[src/core/homing_pkg.sv]
/*
 * Shared definitions for the homing sequencer: method codes, input bit
 * positions, motion encodings, event and state enumerations, carriers.
 * Assumes one 125 MHz clock domain and that all switch and index levels
 * are synchronised before the sequencer looks at them.
 */
package homing_pkg;

    // Method codes on the method select input
    localparam logic [3:0] M_NLIM_IDX = 4'h1;
    localparam logic [3:0] M_PLIM_IDX = 4'h2;
    localparam logic [3:0] M_ORG_P_A = 4'h3;
    localparam logic [3:0] M_ORG_P_B = 4'h4;
    localparam logic [3:0] M_ORG_N_A = 4'h5;
    localparam logic [3:0] M_ORG_N_B = 4'h6;
    localparam logic [3:0] M_ORGLIM_1 = 4'h7;
    localparam logic [3:0] M_ORGLIM_2 = 4'h8;
    localparam logic [3:0] M_ORGLIM_3 = 4'h9;
    localparam logic [3:0] M_ORGLIM_4 = 4'hA;

    // Bit positions in the sensor vector
    localparam int SENSE_W = 4;
    localparam int IN_NLIM = 0;
    localparam int IN_PLIM = 1;
    localparam int IN_ORG = 2;
    localparam int IN_IDX = 3;

    // Motion encodings
    localparam logic DIR_POS = 1'b1;
    localparam logic DIR_NEG = 1'b0;
    localparam logic SPD_FAST = 1'b1;
    localparam logic SPD_SLOW = 1'b0;

    // Position word width
    localparam int POS_W = 32;
    localparam logic [POS_W-1:0] POS_RST = 32'h0000_0000;

    // Number of steps in one homing plan
    localparam int STEPS = 4;

    // Event that ends a step
    typedef enum logic [2:0] {
        EV_NLIM_RISE,
        EV_NLIM_FALL,
        EV_PLIM_RISE,
        EV_PLIM_FALL,
        EV_ORG_RISE,
        EV_ORG_FALL,
        EV_INDEX
    } event_t;

    // Which branch of a method runs, picked at start or on a limit
    typedef enum logic [1:0] {
        BR_CLEAR,
        BR_ACTIVE,
        BR_LIMIT
    } branch_t;

    // Sequencer phase
    typedef enum logic [1:0] {
        ST_IDLE,
        ST_MOVE
    } hstate_t;

    // One step of a plan: motion plus the event that ends it
    typedef struct packed {
        logic dir;
        logic fast;
        event_t ev;
    } step_t;

    typedef step_t [STEPS-1:0] plan_t;

    // Motion command towards the drive
    typedef struct packed {
        logic run;
        logic dir;
        logic fast;
    } motion_t;

    // Sensor edge carrier from the synchroniser
    typedef struct packed {
        logic [SENSE_W-1:0] level;
        logic [SENSE_W-1:0] rise;
        logic [SENSE_W-1:0] fall;
    } sense_t;

    // Whole sequencer state
    typedef struct packed {
        hstate_t st;
        logic [3:0] method;
        branch_t br;
        logic [1:0] ph;
        motion_t mot;
        logic done;
        logic err;
        logic [POS_W-1:0] home_pos;
    } seq_state_t;

endpackage

[src/core/edge_sync.sv]
/*
 * Two-flop synchroniser with edge detection for the sensor pins.
 * Assumes the pins are asynchronous levels; pulses must stay high for
 * longer than one clock period to be seen.
 */
`timescale 1ns/10ps
module edge_sync
(
    // Clock and reset
    input wire logic core_clk,
    input wire logic nrst,
    // Raw pins
    input wire logic [homing_pkg::SENSE_W-1:0] pins,
    // Synchronised levels and one-cycle edges
    output homing_pkg::sense_t sense
);

    // First stage, second stage, and previous level
    typedef struct packed {
        logic [homing_pkg::SENSE_W-1:0] s1;
        logic [homing_pkg::SENSE_W-1:0] s2;
        logic [homing_pkg::SENSE_W-1:0] s3;
    } sync_t;

    sync_t q_r;
    sync_t q_nxt;

    // Shift chain; s1 feeds only s2 to keep metastability contained
    always_comb
    begin
        q_nxt = q_r;
        q_nxt.s1 = pins;
        q_nxt.s2 = q_r.s1;
        q_nxt.s3 = q_r.s2;
    end

    // State register
    always_ff @(posedge core_clk or negedge nrst)
    begin
        if (!nrst)
        begin
            q_r <= '0;
        end
        else
        begin
            q_r <= q_nxt;
        end
    end

    // Edges compare the two settled stages only
    assign sense.level = q_r.s2;
    assign sense.rise = q_r.s2 & ~q_r.s3;
    assign sense.fall = ~q_r.s2 & q_r.s3;

endmodule // edge_sync

[src/core/homing_sequencer.sv]
/*
 * Homing sequencer for one servo axis, methods 1 to 10.
 * Assumes switch and index pins are asynchronous and active high, the
 * start and abort requests and the position count come from logic on
 * core_clk, and the drive ramps speed and direction by itself.
 */
// Overview of operation
// - M1 clear: fast neg, nlim rise reverses
// - M1 active: slow pos, index after nlim fall
// - M2 clear: fast pos, plim rise reverses
// - M2 active: slow neg, index after plim fall
// - M3: origin rise reverses, index after fall
// - M4: origin rise slows, index follows
// - M5: fast neg, reverse slow, index after fall
// - M6: fast neg slows, index after origin
// - M7 without limit behaves as method 3
// - M7 limit: fast neg, slow at origin
// - M8: ends slow pos after origin rise
// - M8 limit branch: reverse, then as method 8
// - M9: ends slow neg after origin rise
// - M9 limit branch: reverse thrice, index after rise
// - M10: slow past origin, index after fall
// - M10 limit: fast neg, slow pos, index
`timescale 1ns/10ps
module homing_sequencer
(
    // Clock and reset
    input wire logic core_clk,
    input wire logic nrst,
    // Requests from the controlling side
    input wire logic start,
    input wire logic abort,
    input wire logic [3:0] method,
    // Sensor pins
    input wire logic neg_limit,
    input wire logic pos_limit,
    input wire logic origin_sw,
    input wire logic enc_index,
    // Encoder position count
    input wire logic [homing_pkg::POS_W-1:0] pos_count,
    // Motion command
    output logic run,
    output logic dir_pos,
    output logic fast,
    // Status
    output logic busy,
    output logic done,
    output logic bad_method,
    output logic [homing_pkg::POS_W-1:0] home_pos
);

    // Synchronised sensor levels and edges
    homing_pkg::sense_t sense;

    // Sequencer state and its next value
    homing_pkg::seq_state_t s_r;
    homing_pkg::seq_state_t s_nxt;

    // Current plan and step, decoded from state
    homing_pkg::plan_t cur_plan;
    homing_pkg::step_t cur_step;

    // Build one step
    function automatic homing_pkg::step_t mk(
        input logic d,
        input logic f,
        input homing_pkg::event_t e
    );
        homing_pkg::step_t st;
        st.dir = d;
        st.fast = f;
        st.ev = e;
        return st;
    endfunction

    // Plan table; unused trailing steps just wait for the index
    function automatic homing_pkg::plan_t plan_of(
        input logic [3:0] m,
        input homing_pkg::branch_t b
    );
        homing_pkg::plan_t p;
        logic P;
        logic N;
        logic F;
        logic S;
        P = homing_pkg::DIR_POS;
        N = homing_pkg::DIR_NEG;
        F = homing_pkg::SPD_FAST;
        S = homing_pkg::SPD_SLOW;
        for (int i = 0; i < homing_pkg::STEPS; i++)
        begin
            p[i] = mk(N, S, homing_pkg::EV_INDEX);
        end
        unique case (m)
            homing_pkg::M_NLIM_IDX:
            begin
                if (b == homing_pkg::BR_CLEAR)
                begin
                    p[0] = mk(N, F, homing_pkg::EV_NLIM_RISE);
                    p[1] = mk(P, S, homing_pkg::EV_NLIM_FALL);
                    p[2] = mk(P, S, homing_pkg::EV_INDEX);
                end
                else
                begin
                    p[0] = mk(P, S, homing_pkg::EV_NLIM_FALL);
                    p[1] = mk(P, S, homing_pkg::EV_INDEX);
                end
            end
            homing_pkg::M_PLIM_IDX:
            begin
                if (b == homing_pkg::BR_CLEAR)
                begin
                    p[0] = mk(P, F, homing_pkg::EV_PLIM_RISE);
                    p[1] = mk(N, S, homing_pkg::EV_PLIM_FALL);
                    p[2] = mk(N, S, homing_pkg::EV_INDEX);
                end
                else
                begin
                    p[0] = mk(N, S, homing_pkg::EV_PLIM_FALL);
                    p[1] = mk(N, S, homing_pkg::EV_INDEX);
                end
            end
            homing_pkg::M_ORG_P_A, homing_pkg::M_ORGLIM_1:
            begin
                // Method 7 reuses method 3 until a limit shows up
                if (b == homing_pkg::BR_CLEAR)
                begin
                    p[0] = mk(P, F, homing_pkg::EV_ORG_RISE);
                    p[1] = mk(N, S, homing_pkg::EV_ORG_FALL);
                end
                else if (b == homing_pkg::BR_ACTIVE)
                begin
                    p[0] = mk(N, S, homing_pkg::EV_ORG_FALL);
                end
                else
                begin
                    p[0] = mk(N, F, homing_pkg::EV_ORG_RISE);
                    p[1] = mk(N, S, homing_pkg::EV_ORG_FALL);
                end
            end
            homing_pkg::M_ORG_P_B:
            begin
                if (b == homing_pkg::BR_CLEAR)
                begin
                    p[0] = mk(P, F, homing_pkg::EV_ORG_RISE);
                    p[1] = mk(P, S, homing_pkg::EV_INDEX);
                end
                else
                begin
                    p[0] = mk(N, S, homing_pkg::EV_ORG_FALL);
                    p[1] = mk(P, S, homing_pkg::EV_ORG_RISE);
                    p[2] = mk(P, S, homing_pkg::EV_INDEX);
                end
            end
            homing_pkg::M_ORG_N_A:
            begin
                if (b == homing_pkg::BR_CLEAR)
                begin
                    p[0] = mk(N, F, homing_pkg::EV_ORG_RISE);
                    p[1] = mk(P, S, homing_pkg::EV_ORG_FALL);
                    p[2] = mk(P, S, homing_pkg::EV_INDEX);
                end
                else
                begin
                    p[0] = mk(P, S, homing_pkg::EV_ORG_FALL);
                    p[1] = mk(P, S, homing_pkg::EV_INDEX);
                end
            end
            homing_pkg::M_ORG_N_B:
            begin
                if (b == homing_pkg::BR_CLEAR)
                begin
                    p[0] = mk(N, F, homing_pkg::EV_ORG_RISE);
                end
                else
                begin
                    // Index counts once the origin is met again
                    p[0] = mk(P, S, homing_pkg::EV_ORG_FALL);
                    p[1] = mk(N, S, homing_pkg::EV_ORG_RISE);
                end
            end
            homing_pkg::M_ORGLIM_2:
            begin
                if (b == homing_pkg::BR_CLEAR)
                begin
                    p[0] = mk(P, F, homing_pkg::EV_ORG_RISE);
                    p[1] = mk(N, S, homing_pkg::EV_ORG_FALL);
                    p[2] = mk(P, S, homing_pkg::EV_ORG_RISE);
                    p[3] = mk(P, S, homing_pkg::EV_INDEX);
                end
                else if (b == homing_pkg::BR_ACTIVE)
                begin
                    p[0] = mk(N, S, homing_pkg::EV_ORG_FALL);
                    p[1] = mk(P, S, homing_pkg::EV_ORG_RISE);
                    p[2] = mk(P, S, homing_pkg::EV_INDEX);
                end
                else
                begin
                    p[0] = mk(N, F, homing_pkg::EV_ORG_RISE);
                    p[1] = mk(N, S, homing_pkg::EV_ORG_FALL);
                    p[2] = mk(P, S, homing_pkg::EV_ORG_RISE);
                    p[3] = mk(P, S, homing_pkg::EV_INDEX);
                end
            end
            homing_pkg::M_ORGLIM_3:
            begin
                if (b == homing_pkg::BR_CLEAR)
                begin
                    p[0] = mk(P, F, homing_pkg::EV_ORG_RISE);
                    p[1] = mk(P, S, homing_pkg::EV_ORG_FALL);
                    p[2] = mk(N, S, homing_pkg::EV_ORG_RISE);
                end
                else if (b == homing_pkg::BR_ACTIVE)
                begin
                    p[0] = mk(P, S, homing_pkg::EV_ORG_FALL);
                    p[1] = mk(N, S, homing_pkg::EV_ORG_RISE);
                end
                else
                begin
                    p[0] = mk(N, F, homing_pkg::EV_ORG_RISE);
                    p[1] = mk(P, S, homing_pkg::EV_ORG_FALL);
                    p[2] = mk(N, S, homing_pkg::EV_ORG_RISE);
                end
            end
            homing_pkg::M_ORGLIM_4:
            begin
                if (b == homing_pkg::BR_CLEAR)
                begin
                    p[0] = mk(P, F, homing_pkg::EV_ORG_RISE);
                    p[1] = mk(P, S, homing_pkg::EV_ORG_FALL);
                    p[2] = mk(P, S, homing_pkg::EV_INDEX);
                end
                else if (b == homing_pkg::BR_ACTIVE)
                begin
                    p[0] = mk(P, S, homing_pkg::EV_ORG_FALL);
                    p[1] = mk(P, S, homing_pkg::EV_INDEX);
                end
                else
                begin
                    p[0] = mk(N, F, homing_pkg::EV_ORG_RISE);
                    p[1] = mk(P, S, homing_pkg::EV_ORG_FALL);
                    p[2] = mk(P, S, homing_pkg::EV_INDEX);
                end
            end
            default:
            begin
                // Illegal code never runs; table stays at its fill
            end
        endcase
        return p;
    endfunction

    // Has the awaited event occurred this cycle
    function automatic logic ev_hit(
        input homing_pkg::event_t e,
        input homing_pkg::sense_t sn
    );
        logic h;
        h = 1'b0;
        unique case (e)
            homing_pkg::EV_NLIM_RISE: h = sn.rise[homing_pkg::IN_NLIM];
            homing_pkg::EV_NLIM_FALL: h = sn.fall[homing_pkg::IN_NLIM];
            homing_pkg::EV_PLIM_RISE: h = sn.rise[homing_pkg::IN_PLIM];
            homing_pkg::EV_PLIM_FALL: h = sn.fall[homing_pkg::IN_PLIM];
            homing_pkg::EV_ORG_RISE: h = sn.rise[homing_pkg::IN_ORG];
            homing_pkg::EV_ORG_FALL: h = sn.fall[homing_pkg::IN_ORG];
            homing_pkg::EV_INDEX: h = sn.rise[homing_pkg::IN_IDX];
            default: h = 1'b0;
        endcase
        return h;
    endfunction

    // Motion command for a step
    function automatic homing_pkg::motion_t drive(
        input homing_pkg::step_t st
    );
        homing_pkg::motion_t mo;
        mo.run = 1'b1;
        mo.dir = st.dir;
        mo.fast = st.fast;
        return mo;
    endfunction

    // Pin synchroniser and edge finder
    edge_sync u_sync
    (
        .core_clk(core_clk),
        .nrst(nrst),
        .pins({enc_index, origin_sw, pos_limit, neg_limit}),
        .sense(sense)
    );

    // Decode the running step
    always_comb
    begin
        cur_plan = plan_of(s_r.method, s_r.br);
        cur_step = cur_plan[s_r.ph];
    end

    // Next state
    always_comb
    begin
        homing_pkg::plan_t np;
        homing_pkg::branch_t nb;
        np = '0;
        nb = homing_pkg::BR_CLEAR;
        s_nxt = s_r;
        s_nxt.err = 1'b0;
        unique case (s_r.st)
            homing_pkg::ST_IDLE:
            begin
                if (start && (method >= homing_pkg::M_NLIM_IDX)
                    && (method <= homing_pkg::M_ORGLIM_4))
                begin
                    // Starting level picks the branch
                    if (method == homing_pkg::M_NLIM_IDX)
                        nb = sense.level[homing_pkg::IN_NLIM] ?
                            homing_pkg::BR_ACTIVE : homing_pkg::BR_CLEAR;
                    else if (method == homing_pkg::M_PLIM_IDX)
                        nb = sense.level[homing_pkg::IN_PLIM] ?
                            homing_pkg::BR_ACTIVE : homing_pkg::BR_CLEAR;
                    else
                        nb = sense.level[homing_pkg::IN_ORG] ?
                            homing_pkg::BR_ACTIVE : homing_pkg::BR_CLEAR;
                    np = plan_of(method, nb);
                    s_nxt.st = homing_pkg::ST_MOVE;
                    s_nxt.method = method;
                    s_nxt.br = nb;
                    s_nxt.ph = 2'd0;
                    s_nxt.mot = drive(np[0]);
                    s_nxt.done = 1'b0;
                end
                else if (start)
                begin
                    // Unsupported code: refuse, report for one cycle
                    s_nxt.err = 1'b1;
                end
            end
            homing_pkg::ST_MOVE:
            begin
                if (abort)
                begin
                    // Stop without a home; done stays low
                    s_nxt.st = homing_pkg::ST_IDLE;
                    s_nxt.mot = '0;
                end
                else if (s_r.method >= homing_pkg::M_ORGLIM_1
                    && s_r.br == homing_pkg::BR_CLEAR && s_r.ph == 2'd0
                    && sense.rise[homing_pkg::IN_PLIM])
                begin
                    // Positive limit in the fast search: limit branch
                    np = plan_of(s_r.method, homing_pkg::BR_LIMIT);
                    s_nxt.br = homing_pkg::BR_LIMIT;
                    s_nxt.ph = 2'd0;
                    s_nxt.mot = drive(np[0]);
                end
                else if (cur_step.ev == homing_pkg::EV_INDEX)
                begin
                    if (ev_hit(cur_step.ev, sense))
                    begin
                        // Home found: stop, latch, report
                        s_nxt.st = homing_pkg::ST_IDLE;
                        s_nxt.mot = '0;
                        s_nxt.home_pos = pos_count;
                        s_nxt.done = 1'b1;
                    end
                end
                else if (ev_hit(cur_step.ev, sense))
                begin
                    // Awaited edge: advance to the next step
                    s_nxt.ph = s_r.ph + 2'd1;
                    s_nxt.mot = drive(cur_plan[s_r.ph + 2'd1]);
                end
            end
            default:
            begin
                s_nxt.st = homing_pkg::ST_IDLE;
                s_nxt.mot = '0;
            end
        endcase
    end

    // State register
    always_ff @(posedge core_clk or negedge nrst)
    begin
        if (!nrst)
        begin
            s_r <= '{st: homing_pkg::ST_IDLE, method: 4'h0,
                br: homing_pkg::BR_CLEAR, ph: 2'd0, mot: '0,
                done: 1'b0, err: 1'b0, home_pos: homing_pkg::POS_RST};
        end
        else
        begin
            s_r <= s_nxt;
        end
    end

    // Outputs are state fields
    assign run = s_r.mot.run;
    assign dir_pos = s_r.mot.dir;
    assign fast = s_r.mot.fast;
    assign busy = s_r.mot.run; // Run is set exactly while moving
    assign done = s_r.done;
    assign bad_method = s_r.err;
    assign home_pos = s_r.home_pos;

endmodule // homing_sequencer

[config.mk]
export PLATFORM = sky130hd
export DESIGN_NAME = homing_sequencer
export DESIGN_NICKNAME = d
export VERILOG_FILES = /design/src/core/homing_pkg.sv /design/src/core/edge_sync.sv /design/src/core/homing_sequencer.sv
export SDC_FILE = /design/constraint.sdc
export NUM_CORES = 1
export LEC_CHECK = 0
export BUFFER_PORTS_ARGS = -buffer_cell sky130_fd_sc_hd__buf_4
export CAP_MARGIN = 0
export CORE_UTILIZATION = 45
export DETAILED_ROUTE_END_ITERATION = 6
export PLACE_DENSITY = 0.76
export SKIP_LAST_GASP = 1
export SLEW_MARGIN = 10
export SYNTH_ARGS = -nofsm -noshare
export SYNTH_HDL_FRONTEND = slang
export SYNTH_SLANG_ARGS = --single-unit
[constraint.sdc]
create_clock -name core_clk -period 4.7 [get_ports core_clk]
set_clock_uncertainty 0.15 [all_clocks]
set_input_delay 0.47 -clock core_clk [delete_from_list [all_inputs] [get_ports core_clk]]
set_output_delay 0.47 -clock core_clk [all_outputs]
set_load 0.01 [all_outputs]
==> results.tsv <==
metric	value	unit
synthTopCellsByArea	dfrtp_1, mux2_4, buf_4	
die_x	87.6	um
via_per_inst	5.21	
synth-seq-cells	58	
startpoint	s_r[42]	
fill_cells	581	
worstReg2RegEnd	home_pos[0]	
yosysSeqAreaShare	44.0	%
path_clk_slew	70	ps
min_path_type	input port to async pin	
cts_max_level	3	
power_frac_seq	37.9	%
wl	6.90	mm
end_kind	flop	
status	finished, final reports clean	
p_total	0.00209	W
start_util	47.5	%
r2r_cells	8	
cts_buffer_depth	2	
cts_setup_buffers	0	
fin_crit	3360	ps
intPower	0.00134	W
synth_area_per_cell	10.9	um^2
max_slew.worst_pin.slew	976	ps
overflow	0	
period_share	71.4	%
synth_area	3300	um^2
totalNegativeSetupSlack	0	ps
required	4760	ps
fin_ws	1350	ps
slew_headroom	34.4	%
power_frac_clock	19.4	%
rows	30	
dr.first_iter.drc_count	218	
multi_input_area	1450	um^2
setup.worst_path.class	flop to flop	
core_area	6940	um^2
peakVddDrop	0.251	mV
cts_hold_buffers	0	
fin_cells	447	
holdWs	43.6	ps
cts_resized	0	
pwr-share-comb	42.8	%
reg2reg_from	s_r[42]	
grt_pass1_vias	2141	
wire_per_inst	15.4	um
power.leakage	1.80	nW
synth_top_area_share	44.0	%
ys.flop_type	dfrtp_1	
cts_sinks	58	
synth_most_common_cell	dfrtp_1	
dp_cells	431	
numCtsBuffers	9	
fmax	0.298	GHz
rrSetupSlack	1350	ps
path_max_fanout	33	
setup_viol	0	
grtUsageTotal	18.4	%
num_vias	2331	
portBuffers	81	
gp_congestion	0.926	
clock-root-buffer	clkbuf_8	
worstSkewPairLatency	330	ps
final-seq-area	1450	um^2
cts_tree	yes	
rsz0062_at_grt	no	
async_flop_share	100	%
swShare	35.9	%
cp.arrival	3410	ps
firstDrtPassIters	5	
drive_gt1_share	39.6	%
synth_cells	302	
worst_setup_path_start_kind	flop	
yosysTopAreaCell	dfrtp_1	
post-dp-hpwl	4.95	mm
hold_violations	0	
syn_to_final_growth	16.2	%
ioPinCount	82	
grt_max_degree	59	
diodes	0	
grt_pass1_wl	10.7	mm
powerDensity	546	nW/um^2
dieArea	7680	um^2
final_antenna_net_count	0	
antenna_found_initial	0	
pre_cts_ws	1360	ps
synth-edff-count	0	
synth_fp_nets	347	
fp.dieH	87.6	um
yosys_warnings	0	
drc	0	
ys_types	57	
yosys-top-cells-count	dfrtp_1, buf_4, mux2_4, nand2_1, nor2_1	
p_switching	0.000751	W
report.final.slew_viol_count	0	
layout.nets	391	
maxCapViolCount	0	
[metal layers]
metal,global-route usage (%),wire (um),vias up
li1,-,-,1117
met1,25.1,2930,1105
met2,28.2,3450,103
met3,5.00,452,6
met4,6.26,65,0
met5,0,0,-
[power by group through the flow]
stage               Sequential (W)  Clock [W]  Combinational, W
finish                    0.000793   0.000406          0.000895
global route              0.000813   0.000445          0.000974
CTS                       0.000791   0.000420          0.000897
detailed placement        0.000796          0          0.000894
global placement          0.000790          0          0.000882
floorplan                 0.000720          0          0.000795
[state kept, by name, summed over array words and instances, names as in the netlist]
signal	flops
u_sync.q_r	4
dir_pos	1
done	1
u_sync.q_nxt	4
busy	1
home_pos	32
s_r	9
bad_method	1
fast	1
u_sync.sense	4
[critical path, stage by stage (launching register included)]
cell     delay, ps
dfrtp_1        590
or2b_1         330
a21bo_2        210
a21oi_1        180
a311o_2        180
or4b_4         510
nor3_4         180
buf_4          510
mux2_2         400
[per-stage QoR]
stage | area, um^2 | utilization, %
2_1_floorplan | 3300 | -
3_3_place_gp | 3650 | 52.6
3_5_place_dp | 3650 | 52.6
4_1_cts | 3830 | 55.2
5_1_grt | 3830 | 55.2
6_report | 3830 | 55.2
[how the worst max path moves through the flow]
stage	endpoint	cells after the start
2_1_floorplan	home_pos[10]	10
3_3_place_gp	home_pos[1]	8
3_5_place_dp	home_pos[0]	8
4_1_cts	home_pos[0]	8
5_1_grt	home_pos[0]	8
6_report	home_pos[0]	8
[cell families (layout without fill, tap and decap cells)]
kind of cell,after synthesis,after routing,share of synthesized area [%]
simple gates,95,95,14.9
buf+inv,54,103,12.1
flops,58,58,44.0
xor+xnor,2,2,0.531
compound gates,53,53,11.6
mux,39,39,16.4
fa+ha+maj,1,1,0.379
[area by class of cell]
type / count / share of cell area (%)
Multi-Input combinational cell: 190 / 37.7
Sequential cell: 58 / 37.8
Tap cell: 96 / 3.13
Clock buffer: 11 / 3.69
Timing Repair Buffer: 82 / 16.1
Clock inverter: 5 / 1.04
Inverter: 5 / 0.489
[placed cells by master (no fill, tap or decap), types with 9 or more instances in the layout]
cell type  instances
o21ai_0            9
mux2_4            29
nor3_1             9
dfrtp_1           58
nand2b_1          13
nor2_1            22
a21oi_1           12
nand2_1           23
buf_4             82
clkbuf_8          10
Note: power is estimated with default switching activity, not from simulation.
